## src/design/dma_arb_pkg.sv

```systemverilog
package dma_arb_pkg;
  // Register index inside a channel block; byte address = 4 * full index.
  localparam logic [2:0] IDX_SRC_LO  = 3'h0;
  localparam logic [2:0] IDX_SRC_HI  = 3'h1;
  localparam logic [2:0] IDX_DST_LO  = 3'h2;
  localparam logic [2:0] IDX_DST_HI  = 3'h3;
  localparam logic [2:0] IDX_COUNT   = 3'h4;
  localparam logic [2:0] IDX_ADC     = 3'h5;
  localparam logic [2:0] IDX_CTRL    = 3'h6;
  localparam logic [2:0] IDX_TRIG    = 3'h7;
  localparam logic [5:0] IDX_SYSWAIT = 6'h20;
  localparam logic [7:0] SYSWAIT_RST = 8'h77;
  // Field positions.
  localparam int CTRL_EN    = 0;
  localparam int CTRL_SWTRG = 1;
  localparam int CTRL_INIT  = 2;
  localparam int CTRL_TC    = 7;
  localparam int ADC_WIDE   = 14;
  localparam int ADC_SDIR   = 6;
  localparam int ADC_DDIR   = 4;
  localparam int TRIG_PEND  = 7;
  localparam int HI_BITS    = 10;
  localparam logic [1:0] DIR_INC = 2'h0;
  localparam logic [1:0] DIR_DEC = 2'h1;
  localparam logic [1:0] DIR_FIX = 2'h2;

  typedef enum logic [1:0] {
    CLS_ROM = 2'b00, CLS_RAM = 2'b01, CLS_EXT = 2'b10, CLS_IO = 2'b11
  } class_t;

  typedef enum logic [2:0] {
    PH_IDLE = 3'b000, PH_READ = 3'b001, PH_GAP = 3'b010,
    PH_WRITE = 3'b011, PH_REL = 3'b100
  } phase_t;

  typedef struct packed {
    logic [25:0] src;
    logic [25:0] dst;
    logic [15:0] remain;
    logic [15:0] initial_count;
    logic        wide;
    logic [1:0]  sdir;
    logic [1:0]  ddir;
    logic        en;
    logic        tc;
    logic [5:0]  factor;
    logic        pend;
    logic        trig_prev;
  } chan_t;

  typedef struct packed {
    logic        wr;
    logic        rd;
    logic [5:0]  addr;
    logic [15:0] wdata;
  } reg_req_t;

  typedef struct packed {
    logic        req;
    logic        we;
    logic        wide;
    logic [25:0] addr;
    logic [15:0] wdata;
  } mem_req_t;
endpackage : dma_arb_pkg

```

## src/design/dma_channel_arbitration_control.sv

```systemverilog
`timescale 1ns/1ps
`default_nettype none
module dma_channel_arbitration_control
  import dma_arb_pkg::*;
(
  // Clock and reset.
  input  wire logic        clock,
  input  wire logic        rst,
  // Register port.
  input  wire reg_req_t    reg_i,
  output logic [15:0]      rdata,
  // Peripheral trigger lines, same clock.
  input  wire logic [7:0]  trig_in,
  // Memory side of the transfer engine.
  output mem_req_t         mem_o,
  input  wire logic [15:0] mem_rdata,
  input  wire logic        mem_ack,
  // CPU bus arbitration.
  input  wire logic        cpu_req,
  input  wire class_t      cpu_target,
  output logic             cpu_grant,
  // Events and configuration.
  output logic [3:0]       transfer_end_interrupt,
  output logic [7:0]       system_wait_control
);

  typedef struct packed {
    chan_t [3:0] ch;
    phase_t      ph;
    logic [1:0]  cur;
    logic [15:0] data;
    logic [15:0] rdata;
    logic [7:0]  wait_cfg;
    logic [3:0]  end_pulse;
  } state_t;

  state_t st_ff;
  state_t nxt_st;

  logic [3:0] eligible;
  logic       win_valid;
  logic [1:0] win_idx;
  class_t     cls_src;
  class_t     cls_dst;
  logic       busy;

  // Address map of the bus targets, by the two top address bits.
  function automatic class_t target_class(input logic [25:0] a);
    return class_t'(a[25:24]);
  endfunction : target_class

  function automatic logic [25:0] step_addr(input logic [25:0] a,
                                            input logic [1:0]  dir,
                                            input logic        wide);
    logic [25:0] inc;
    inc = wide ? 26'h0000002 : 26'h0000001;
    if (dir == DIR_INC) begin
      return a + inc;
    end else if (dir == DIR_DEC) begin
      return a - inc;
    end
    return a;
  endfunction : step_addr

  function automatic logic [25:0] align(input logic [25:0] a,
                                        input logic        wide);
    return wide ? {a[25:1], 1'b0} : a;
  endfunction : align

  always_comb begin
    for (int i = 0; i < 4; i++) begin
      eligible[i] = st_ff.ch[i].pend && st_ff.ch[i].en && !st_ff.ch[i].tc;
    end
  end

  dma_prio_pick u_pick (
    .req   (eligible),
    .valid (win_valid),
    .idx   (win_idx)
  );

  assign busy    = st_ff.ph != PH_IDLE;
  assign cls_src = target_class(st_ff.ch[st_ff.cur].src);
  assign cls_dst = target_class(st_ff.ch[st_ff.cur].dst);

  // The CPU only sees the bus between transfer cycles, except for ROM and RAM
  // during an EXT/IO transfer and ROM during an IO/RAM transfer.
  always_comb begin
    logic xfer_cycle;
    logic ext_io;
    logic io_ram;
    xfer_cycle = st_ff.ph inside {PH_READ, PH_GAP, PH_WRITE};
    ext_io = (cls_src == CLS_EXT && cls_dst == CLS_IO)
          || (cls_src == CLS_IO && cls_dst == CLS_EXT);
    io_ram = (cls_src == CLS_IO && cls_dst == CLS_RAM)
          || (cls_src == CLS_RAM && cls_dst == CLS_IO);
    cpu_grant = 1'b0;
    if (st_ff.ph == PH_REL || (st_ff.ph == PH_IDLE && !win_valid)) begin
      cpu_grant = cpu_req;
    end else if (xfer_cycle) begin
      if (ext_io && (cpu_target == CLS_ROM || cpu_target == CLS_RAM)) begin
        cpu_grant = cpu_req;
      end else if (io_ram && cpu_target == CLS_ROM) begin
        cpu_grant = cpu_req;
      end
    end
  end

  always_comb begin
    mem_o       = '0;
    mem_o.req   = st_ff.ph == PH_READ || st_ff.ph == PH_WRITE;
    mem_o.we    = st_ff.ph == PH_WRITE;
    mem_o.wide  = st_ff.ch[st_ff.cur].wide;
    mem_o.addr  = align(st_ff.ph == PH_WRITE ? st_ff.ch[st_ff.cur].dst
                                             : st_ff.ch[st_ff.cur].src,
                        st_ff.ch[st_ff.cur].wide);
    mem_o.wdata = st_ff.data;
  end

  always_comb begin
    logic [1:0]  rch;
    logic [2:0]  ridx;
    logic        hit;
    logic        raw;
    logic        sel;
    logic [2:0]  tsel;
    logic        active;
    logic        taken;
    raw              = 1'b0;
    sel              = 1'b0;
    tsel             = 3'h0;
    active           = 1'b0;
    taken            = 1'b0;
    nxt_st           = st_ff;
    nxt_st.rdata     = 16'h0000;
    nxt_st.end_pulse = 4'h0;
    rch  = reg_i.addr[4:3];
    ridx = reg_i.addr[2:0];
    hit  = !reg_i.addr[5];

    // Register writes; are left to software.
    if (reg_i.wr && reg_i.addr == IDX_SYSWAIT) begin
      nxt_st.wait_cfg = reg_i.wdata[7:0];
    end
    if (reg_i.wr && hit) begin
      unique case (ridx)
        IDX_SRC_LO: nxt_st.ch[rch].src[15:0]  = reg_i.wdata;
        IDX_SRC_HI: nxt_st.ch[rch].src[25:16] = reg_i.wdata[HI_BITS-1:0];
        IDX_DST_LO: nxt_st.ch[rch].dst[15:0]  = reg_i.wdata;
        IDX_DST_HI: nxt_st.ch[rch].dst[25:16] = reg_i.wdata[HI_BITS-1:0];
        IDX_COUNT: begin
          nxt_st.ch[rch].remain        = reg_i.wdata;
          nxt_st.ch[rch].initial_count = reg_i.wdata;
        end
        IDX_ADC: begin
          nxt_st.ch[rch].wide = reg_i.wdata[ADC_WIDE];
          nxt_st.ch[rch].sdir = reg_i.wdata[ADC_SDIR +: 2];
          nxt_st.ch[rch].ddir = reg_i.wdata[ADC_DDIR +: 2];
        end
        IDX_CTRL: begin
          nxt_st.ch[rch].en = reg_i.wdata[CTRL_EN];
          // An initialize aimed at the channel on the bus is lost; software
          // retries and checks the count to see that it took.
          if (reg_i.wdata[CTRL_INIT] && !(busy && st_ff.cur == rch)) begin
            nxt_st.ch[rch].en     = 1'b0;
            nxt_st.ch[rch].tc     = 1'b0;
            nxt_st.ch[rch].pend   = 1'b0;
            nxt_st.ch[rch].remain = st_ff.ch[rch].initial_count;
          end
        end
        IDX_TRIG: nxt_st.ch[rch].factor = reg_i.wdata[5:0];
      endcase
    end

    // Register reads; answer stands one cycle after the strobe.
    if (reg_i.rd && reg_i.addr == IDX_SYSWAIT) begin
      nxt_st.rdata = {8'h00, st_ff.wait_cfg};
    end
    if (reg_i.rd && hit) begin
      unique case (ridx)
        IDX_SRC_LO: nxt_st.rdata = st_ff.ch[rch].src[15:0];
        IDX_SRC_HI: nxt_st.rdata = {6'h00, st_ff.ch[rch].src[25:16]};
        IDX_DST_LO: nxt_st.rdata = st_ff.ch[rch].dst[15:0];
        IDX_DST_HI: nxt_st.rdata = {6'h00, st_ff.ch[rch].dst[25:16]};
        IDX_COUNT:  nxt_st.rdata = st_ff.ch[rch].remain;
        IDX_ADC: begin
          nxt_st.rdata[ADC_WIDE]       = st_ff.ch[rch].wide;
          nxt_st.rdata[ADC_SDIR +: 2]  = st_ff.ch[rch].sdir;
          nxt_st.rdata[ADC_DDIR +: 2]  = st_ff.ch[rch].ddir;
        end
        IDX_CTRL: begin
          nxt_st.rdata[CTRL_EN] = st_ff.ch[rch].en;
          nxt_st.rdata[CTRL_TC] = st_ff.ch[rch].tc;
          // Any read, including the read half of a bit instruction, clears
          // the flag; a terminal count landing later in this cycle wins.
          nxt_st.ch[rch].tc = 1'b0;
        end
        IDX_TRIG: begin
          nxt_st.rdata[5:0]       = st_ff.ch[rch].factor;
          nxt_st.rdata[TRIG_PEND] = st_ff.ch[rch].pend;
        end
      endcase
    end

    // Request capture per channel.
    for (int i = 0; i < 4; i++) begin
      tsel   = 3'(st_ff.ch[i].factor - 6'h01);
      sel    = (st_ff.ch[i].factor != 6'h00) && trig_in[tsel];
      nxt_st.ch[i].trig_prev = sel;
      raw    = (sel && !st_ff.ch[i].trig_prev)
            || (reg_i.wr && hit && ridx == IDX_CTRL && rch == 2'(i)
                && reg_i.wdata[CTRL_SWTRG]);
      active = busy && st_ff.cur == 2'(i);
      taken  = st_ff.ph == PH_IDLE && win_valid && win_idx == 2'(i);
      if (raw && !active && !taken && !st_ff.ch[i].pend
          && nxt_st.ch[i].en && !nxt_st.ch[i].tc) begin
        nxt_st.ch[i].pend = 1'b1;
      end
    end

    // Transfer engine: one read, one idle clock, one write, then release.
    unique case (st_ff.ph)
      PH_IDLE: begin
        if (win_valid) begin
          nxt_st.cur               = win_idx;
          nxt_st.ch[win_idx].pend  = 1'b0;
          nxt_st.ph                = PH_READ;
        end
      end
      PH_READ: begin
        if (mem_ack) begin
          nxt_st.data = mem_rdata;
          nxt_st.ph   = PH_GAP;
        end
      end
      PH_GAP: nxt_st.ph = PH_WRITE;
      PH_WRITE: begin
        if (mem_ack) begin
          nxt_st.ch[st_ff.cur].src = step_addr(st_ff.ch[st_ff.cur].src,
            st_ff.ch[st_ff.cur].sdir, st_ff.ch[st_ff.cur].wide);
          nxt_st.ch[st_ff.cur].dst = step_addr(st_ff.ch[st_ff.cur].dst,
            st_ff.ch[st_ff.cur].ddir, st_ff.ch[st_ff.cur].wide);
          nxt_st.ch[st_ff.cur].remain = st_ff.ch[st_ff.cur].remain - 16'h0001;
          if (st_ff.ch[st_ff.cur].remain == 16'h0001) begin
            nxt_st.ch[st_ff.cur].en     = 1'b0;
            nxt_st.ch[st_ff.cur].tc     = 1'b1;
            nxt_st.ch[st_ff.cur].remain = st_ff.ch[st_ff.cur].initial_count;
            nxt_st.end_pulse[st_ff.cur] = 1'b1;
          end
          nxt_st.ph = PH_REL;
        end
      end
      PH_REL: nxt_st.ph = PH_IDLE;
      default: nxt_st.ph = PH_IDLE;
    endcase
  end

  always_ff @(posedge clock or posedge rst) begin
    if (rst) begin
      st_ff          <= '0;
      st_ff.wait_cfg <= SYSWAIT_RST;
    end else begin
      st_ff <= nxt_st;
    end
  end

  assign rdata                  = st_ff.rdata;
  assign transfer_end_interrupt = st_ff.end_pulse;
  assign system_wait_control    = st_ff.wait_cfg;

endmodule : dma_channel_arbitration_control
`default_nettype wire

```

## src/design/dma_prio_pick.sv

```systemverilog
`timescale 1ns/1ps
`default_nettype none
module dma_prio_pick
  import dma_arb_pkg::*;
(
  // Requests, channel 0 in bit 0.
  input  wire logic [3:0] req,
  // Winner.
  output logic            valid,
  output logic [1:0]      idx
);
  always_comb begin
    valid = |req;
    idx   = 2'h0;
    for (int i = 3; i >= 0; i--) begin
      if (req[i]) begin
        idx = 2'(i);
      end
    end
  end
endmodule : dma_prio_pick
`default_nettype wire

```

## config.mk

```make
export PLATFORM = sky130hd
export DESIGN_NAME = dma_channel_arbitration_control
export DESIGN_NICKNAME = d
export VERILOG_FILES = /design/src/design/dma_arb_pkg.sv /design/src/design/dma_channel_arbitration_control.sv /design/src/design/dma_prio_pick.sv
export SDC_FILE = /design/constraint.sdc
export NUM_CORES = 2
export LEC_CHECK = 0
export BUFFER_PORTS_ARGS = -buffer_cell sky130_fd_sc_hd__buf_2
export CAP_MARGIN = 0
export CORE_ASPECT_RATIO = 1.4
export CORE_MARGIN = 4
export CORE_UTILIZATION = 40
export CTS_CLUSTER_DIAMETER = 100
export CTS_CLUSTER_SIZE = 25
export DETAILED_ROUTE_END_ITERATION = 10
export GPL_TIMING_DRIVEN = 0
export PLACE_DENSITY = 0.63
export SYNTH_ARGS = -nofsm -noshare
export SYNTH_HDL_FRONTEND = slang
export SYNTH_SLANG_ARGS = --single-unit
```

## constraint.sdc

```tcl
create_clock -name clock -period 17.14 [get_ports clock]
set_clock_uncertainty 0.15 [all_clocks]
set_input_delay 2.571 -clock clock [delete_from_list [all_inputs] [get_ports clock]]
set_output_delay 2.571 -clock clock [all_outputs]
set_load 0.02 [all_outputs]
```

# After elaboration in Yosys (flattened, before gate mapping)

Cells that the tools add are included.

$add $sub $neg: 9
Multipliers: 0
Divide/modulo/power cells: 0
$lt $le $gt $ge: 10
Eq/ne operators: 35
Shifts and indexed selects: 0
Multiplexer cells: 132
Bitwise gates (word level): 0
Reduce and logical (&&, ||, !) cells: 125

Operators with widths:

| operator             | number |
|---|---|
| $bwmux W396          | 23 |
| $demux W99 S2        | 19 |
| $pmux W396 S8        | 1 |
| $mux W396            | 5 |
| $pmux W396 S2        | 1 |
| $mux W401            | 1 |
| $mux W399            | 1 |
| $bmux W99 S2         | 2 |
| $mux W99             | 4 |
| $mux W26             | 11 |
| $mux W73             | 2 |
| $mux W47             | 2 |
| $mux W89             | 1 |
| $logic_and A1 B1 Y1  | 70 |
| $mux W63             | 1 |
| $add A26 B2 Y26      | 2 |
| $sub A26 B2 Y26      | 2 |
| $mux W31             | 1 |
| $pmux W6 S5          | 1 |
| $logic_not A1 Y1     | 27 |
| $reduce_bool A6 Y1   | 4 |
| $mux W1              | 22 |
| $eq A2 B2 Y1 const B | 10 |
| $mux W10             | 2 |
| other kinds (41)     | 96 |

Flip-flop bits (word level): 445
Latch bits: 0
Bits in writable memories: 0
Memory bits (read-only): 0
Bits of input ports: 54
Output and inout port bits: 74
Logic and storage cells: 365
Memories: 0

# Longest topological paths before layout

Depth after elaboration: 27
Depth in mapped cells: 23
Depth with buffers taken out: 16

# Cells and area by module

Synthesis repeated with hierarchy kept, for this count alone.

Cells, all modules: 2803
Area, all modules: 29484.5 µm²

Modules (own cells, without submodules):

| module                          | instances | cells an instance | area an instance (µm²) | sequential area each (µm²) |
|---|---|---|---|---|
| dma_channel_arbitration_control | 1         | 2796              | 29449.5                | 11143.2 |
| dma_prio_pick                   | 1         | 7                 | 35.0                   | 0.0 |

# Worst setup path before layout

Ideal clock, no wire load.

Path kind: in2out
Start: in cpu_target[0]
End: out cpu_grant
Arrival: 3.434 ns
Required time: 14.419 ns
Path slack: 10.985 ns
Stages: 6
Buffers on the path: 0
Cells stage by stage: nor2_1 mux2_2 nand2_1 o21ai_0 nand2_1 a21boi_0

Word-level cells in the longest chain between the ends: 6
Elaborated cells on any way between the ends: 9
Classes of those cells: eq/ne (1); mux (4); reduce/logical (4)

Ends and longest elaborated chain:

| what                                                      | line                                                                           | source |
|---|---|---|
| from (decl)                                               | dma_channel_arbitration_control.sv:20                                          | `input wire class_t cpu_target,` |
| $logic_not A2 Y1 or $eq A2 B1 Y1 (tied branches)          | dma_channel_arbitration_control.sv:101, dma_channel_arbitration_control.sv:103 |  |
| $logic_and A1 B1 Y1 or $logic_or A1 B1 Y1 (tied branches) | dma_channel_arbitration_control.sv:103, dma_channel_arbitration_control.sv:101 |  |
| $mux W1 or $logic_and A1 B1 Y1 (tied branches)            | dma_channel_arbitration_control.sv:103, dma_channel_arbitration_control.sv:101 |  |
| $mux W1 *                                                 | dma_channel_arbitration_control.sv:101                                         | `if (ext_io && (cpu_target == CLS_ROM \|\| cpu_target == CLS_RAM)) begin` |
| $mux W1 *                                                 | dma_channel_arbitration_control.sv:100                                         | `end else if (xfer_cycle) begin` |
| $mux W1 *                                                 | dma_channel_arbitration_control.sv:98                                          | `if (st_ff.ph == PH_REL \|\| (st_ff.ph == PH_IDLE && !win_valid)) begin` |
| to (decl)                                                 | dma_channel_arbitration_control.sv:21                                          | `output logic cpu_grant,` |

Every way passes the cells marked *; elsewhere a longest branch is shown, timed or not.

==> results by stage <==
Place:
- OpenSTA, run right after detailed placement, puts the worst setup slack at ~8.7 ns.
- The HPWL after detailed placement is between 100000 and 150000 um.
- The number of instances in the placed design is roughly 4200.
- Buffers placed on the I/O ports in this run total around 120.
- The routability congestion estimate from global placement is around 1.1.
- The placed instance area is ~33000 um2.

Drt:
- In the routed design, unresolved DRC markers number 0.
- The average wire per cell in the routed design is between 30 and 40 um.
- The wire length on met2 is 72830 um.
- The number of vias per cell is a little over 7.
- The antenna violation net count after detailed routing is 0.
- The number of detailed-routing iterations run before antenna repair is 7.
- In the final routing, the length of wire on met1 measures 55550 um.
- The DRC violation total after the first TritonRoute iteration is approximately 5100.
- For this block, the routed nets add up to approximately 170000 um of wire.
- The total via count in the routed design is between 30000 and 40000.
- The routed length on met3 is about 18000 um.
- The uppermost metal layer occupied by signal nets is met5.

Setup path:
- The endpoint class of the critical path is a flop.
- The slowest stage of the critical path belongs to the cell o41ai_1.
- The critical path runs through a total of 22 cells.
- The worst setup path is of the flop to flop kind.
- Setup slack on the worst reg-to-reg path comes out at just over 8 ns.
- The length in cells of the worst reg-to-reg path is 22.
- For the worst setup path, the data required time is between 15 and 20 ns.
- The maximum cell stage delay along the critical path is ~1.2 ns.
- The cell class contributing the biggest share of worst-path delay is buffers and inverters.
- The signal arrival time at the worst endpoint is 9.22 ns.
- In this run the worst path has a maximum fanout of 10.
- The most numerous cell type found on the critical path is buf_2.
- The type of origin of the critical path is a flop.
- The count of buffering cells on the critical path with inverters included is 7.
- The signal on the critical path passes through buf_2, buf_2, buf_2, buf_2, buf_2, buf_2, buf_2, mux2i_1, nand2_1, o21ai_0, nand2b_1, fa_1, a21o_1, a21oi_1, o211ai_1, a211oi_1, nor3_1, o21ba_2, o211ai_1, a21oi_1, o41ai_1, a21oi_1.

Layout:
- The combined area of the multi-input logic cells is 18060 um2.
- The number of standard cells in the layout, taps in and fillers out is approximately 4300.
- The final design utilization is 0.4359.
- The layout has around 7500 filler cells.
- The area growth from synthesis to layout is 8.246%.
- The layout cell share with drive strength beyond 1 is 0.1691.
- Across the whole layout, storage elements account for approximately 11000 um2.
- The net total in the final layout is around 3400.
- The final instance area is 33310 um2.

STA:
- Setup violations remaining at the end of the flow were counted as 0.
- The peak clock frequency supported by timing is 112.1 MHz.
- The hold violation count in the final report is 0.
- At the pin with the least slew margin, the transition time is 1.488 ns.
- Measured against its own limit, the worst slew margin works out to 0.008153.
- Setup repair after global routing left no endpoint under its margin.
- The count of pins over their slew limit came to 0.
- After layout, the worst setup slack is between 8 and 9 ns.
- The clock period could shrink to between 8 and 9 ns.
- Of the available clock period, the critical path in the final layout requires 0.5205.

Clock network:
- The hold buffer count at cts is 0.
- The tree is rooted in a clkbuf_16.
- After clock tree synthesis, the clock-pin slew on the worst setup and hold paths is about 0.12 ns.
- The clock passes through at most 3 buffers.
- TritonCTS built the clock tree.
- Counting the buffers created by CTS gives 21.
- Once the clock tree was built, the setup fixing pass inserted 0 buffers.
- CTS built an H-tree with a depth of 1.
- The count of clock tree sinks is about 450.
- For the worst-skew pair, the clock arrives at the later sink with an insertion delay of 0.63 ns.
- Post-CTS repair changed the size of 0 cells.

Floorplanning:
- The core outline area is between 70000 and 80000 um2.
- between 100 and 150 I/O pins were placed.
- The die covers between 80000 and 90000 um2.
- The floorplan step set the die width to around 240 um.
- The die boundary height is approximately 340 um.
- The cell row count is 120.
- For this configuration, the core starts out at a cell density of 0.4027.

Yosys:
- The part of the Yosys area used for sequential elements is 0.3621.
- The number of enable flip-flop cells after synthesis is 0.
- The cell area that synthesis handed to floorplanning was 30770 um2.
- The largest area contributor in the synthesized netlist is dfrtp_1.
- The post-synthesis async set-or-reset flop share is 1.000.
- For this run, the leading register cell type out of synthesis is dfrtp_1.
- Yosys attributes the largest share of cell area to dfrtp_1 36%, mux4_2 14%, mux2i_1 5.3%.
- The count of state elements after synthesis is ~450.
- The share of synthesized area in the top cell type comes to 0.3570.
- In this run, distinct cell masters in the synthesized netlist total 85.
- In this run the mean area of a mapped cell was approximately 9.8 um2.
- In the synthesized netlist, the number of instances is around 3100.
- During synthesis, Yosys emitted a total of 0 warnings.
- The number of nets handed over by synthesis was ~3200.

Global route:
- Entering global routing, the biggest net connects about 110 pins.
- The number of global-route vias before repair is between 20000 and 30000.
- In the global route stage, overall resource usage came out at 0.3945.
- The aggregate global routing overflow is 0.
- The first global-routing pass estimated approximately 230000 um of wire.
- The number of antenna violations at the first check in global routing is 10.

Flow run:
- Max-cap violations in this run came to 1.

Pwr:
- For this design the ratio of total power to cell area is about 200 nW/um2.
- Summed over all cells, the static leakage comes to around 0.014 uW.
- The worst ir drop on vdd is around 94 uV.

Status:
- The flow ran to the end, but the final reports show violations.
- The final reports fail on max-capacitance violations.

Worst hold path:
- The worst min-delay path category is flop to flop.
- The worst hold path was traced through 2 stages.
through the flow:
step           hold WS, ns  power, uW  TNS (ns)
2_1_floorplan       0.3161       4344         0
3_3_place_gp        0.3363       5812  -1736.63
3_5_place_dp        0.3424       5834         0
4_1_cts             0.3672       6465         0
5_1_grt             0.3858       6910         0
6_report            0.3674       6672         0
synth_stat cells, types with 16 or more instances:
cell	count
and3_1	75
mux2_2	101
o22ai_1	29
o21ai_1	24
a22oi_1	24
a21o_1	73
dfrtp_1	439
ha_1	48
buf_4	48
xor2_1	26
nor2b_1	38
nand2_1	344
o21a_1	23
xnor2_1	38
buf_1	31
o21ai_0	236
buf_2	31
nor3_1	24
clkbuf_1	204
a211oi_1	105
inv_1	37
nand3_1	60
nor2_1	172
a21oi_1	294
mux4_2	191
a222oi_1	16
mux2i_1	163
a221oi_1	47
logic make-up (layout without fill, tap and decap cells):
logic type	count (synthesis)	in the layout	share of synthesized area
AO/OA/AOI/OAI	973	973	0.1979
AND/OR/NAND/NOR	789	789	0.1173
multiplexers	457	457	0.2315
flip-flops	445	445	0.3621
buffers and inverters	358	508	0.05144
XOR/XNOR	64	64	0.01822
adder cells (fa/ha/maj)	52	52	0.02147
other	0	5	0
layout make-up:
class	instances	share of cell area
buffer	317	0.04316
timing repair buffer	121	0.02089
sequential	445	0.3345
clock inverter	1	0.0009015
antenna	5	0.0003756
tap	976	0.03666
multi-input combinational	2335	0.5421
clock buffer	28	0.01657
inverter	41	0.004846
cell usage in the layout, fill, tap and decap left out, types with 7 or more instances in the layout:
cell / count
and2_1: 12
buf_2: 151
a221oi_1: 47
nor3_1: 23
ha_1: 48
nand2_1: 344
buf_1: 28
o221ai_1: 7
nand3_1: 60
mux2i_1: 163
nor2b_1: 38
o31ai_1: 10
a21oi_1: 294
a32o_1: 10
inv_1: 36
clkbuf_1: 207
nand2b_1: 13
nor2_1: 172
or2_2: 7
a21o_1: 73
buf_4: 48
xnor2_1: 38
mux2_2: 101
a22oi_1: 24
o22ai_1: 29
clkbuf_16: 21
xor2_1: 26
mux4_2: 191
o21ai_1: 24
a31oi_1: 15
a222oi_1: 16
and3_1: 75
dfrtp_1: 439
o21ai_0: 236
o21a_1: 23
a211oi_1: 105
final timing paths:
check | endpoint | from
setup / recovery | st_ff[120] | st_ff[45]
hold / removal | st_ff[250] | st_ff[250]
setup reg to reg | st_ff[120] | st_ff[45]
hold reg to reg | st_ff[250] | st_ff[250]
max in group asynchronous | st_ff[287] | rst
min in group asynchronous | mem_o[1] | rst
where the power goes:
part	switching (uW)	internal [uW]	leakage, uW
combinational	2750	1490	0.00858
clock	392	243	0.000281
sequential	358	1430	0.00554
total	3500	3170	0.0144
state kept, by name, summed over array words and instances, names as in the netlist:
signal and count:
st_ff 401, mem_o 16, rdata 16, system_wait_control 8
transfer_end_interrupt 4
per-layer routing:
| metal | vias up | track usage |
|---|---|---|
| met2 | 2358 | 0.6134 |
| met5 | - | 0 |
| met1 | 15190 | 0.4496 |
| met4 | 10 | 0.3540 |
| li1 | 11980 | - |
| met3 | 745 | 0.09947 |
worst register-to-register path, delay by kind of cell, from the launching register on:
kind	cells	cell delay, ns
buffers and inverters	7	3.63
AO/OA/AOI/OAI	10	3.51
adder cells (fa/ha/maj)	1	0.45
AND/OR/NAND/NOR	3	0.43
flip-flops	1	0.33
multiplexers	1	0.27
Note: power is estimated with default switching activity, not from simulation.
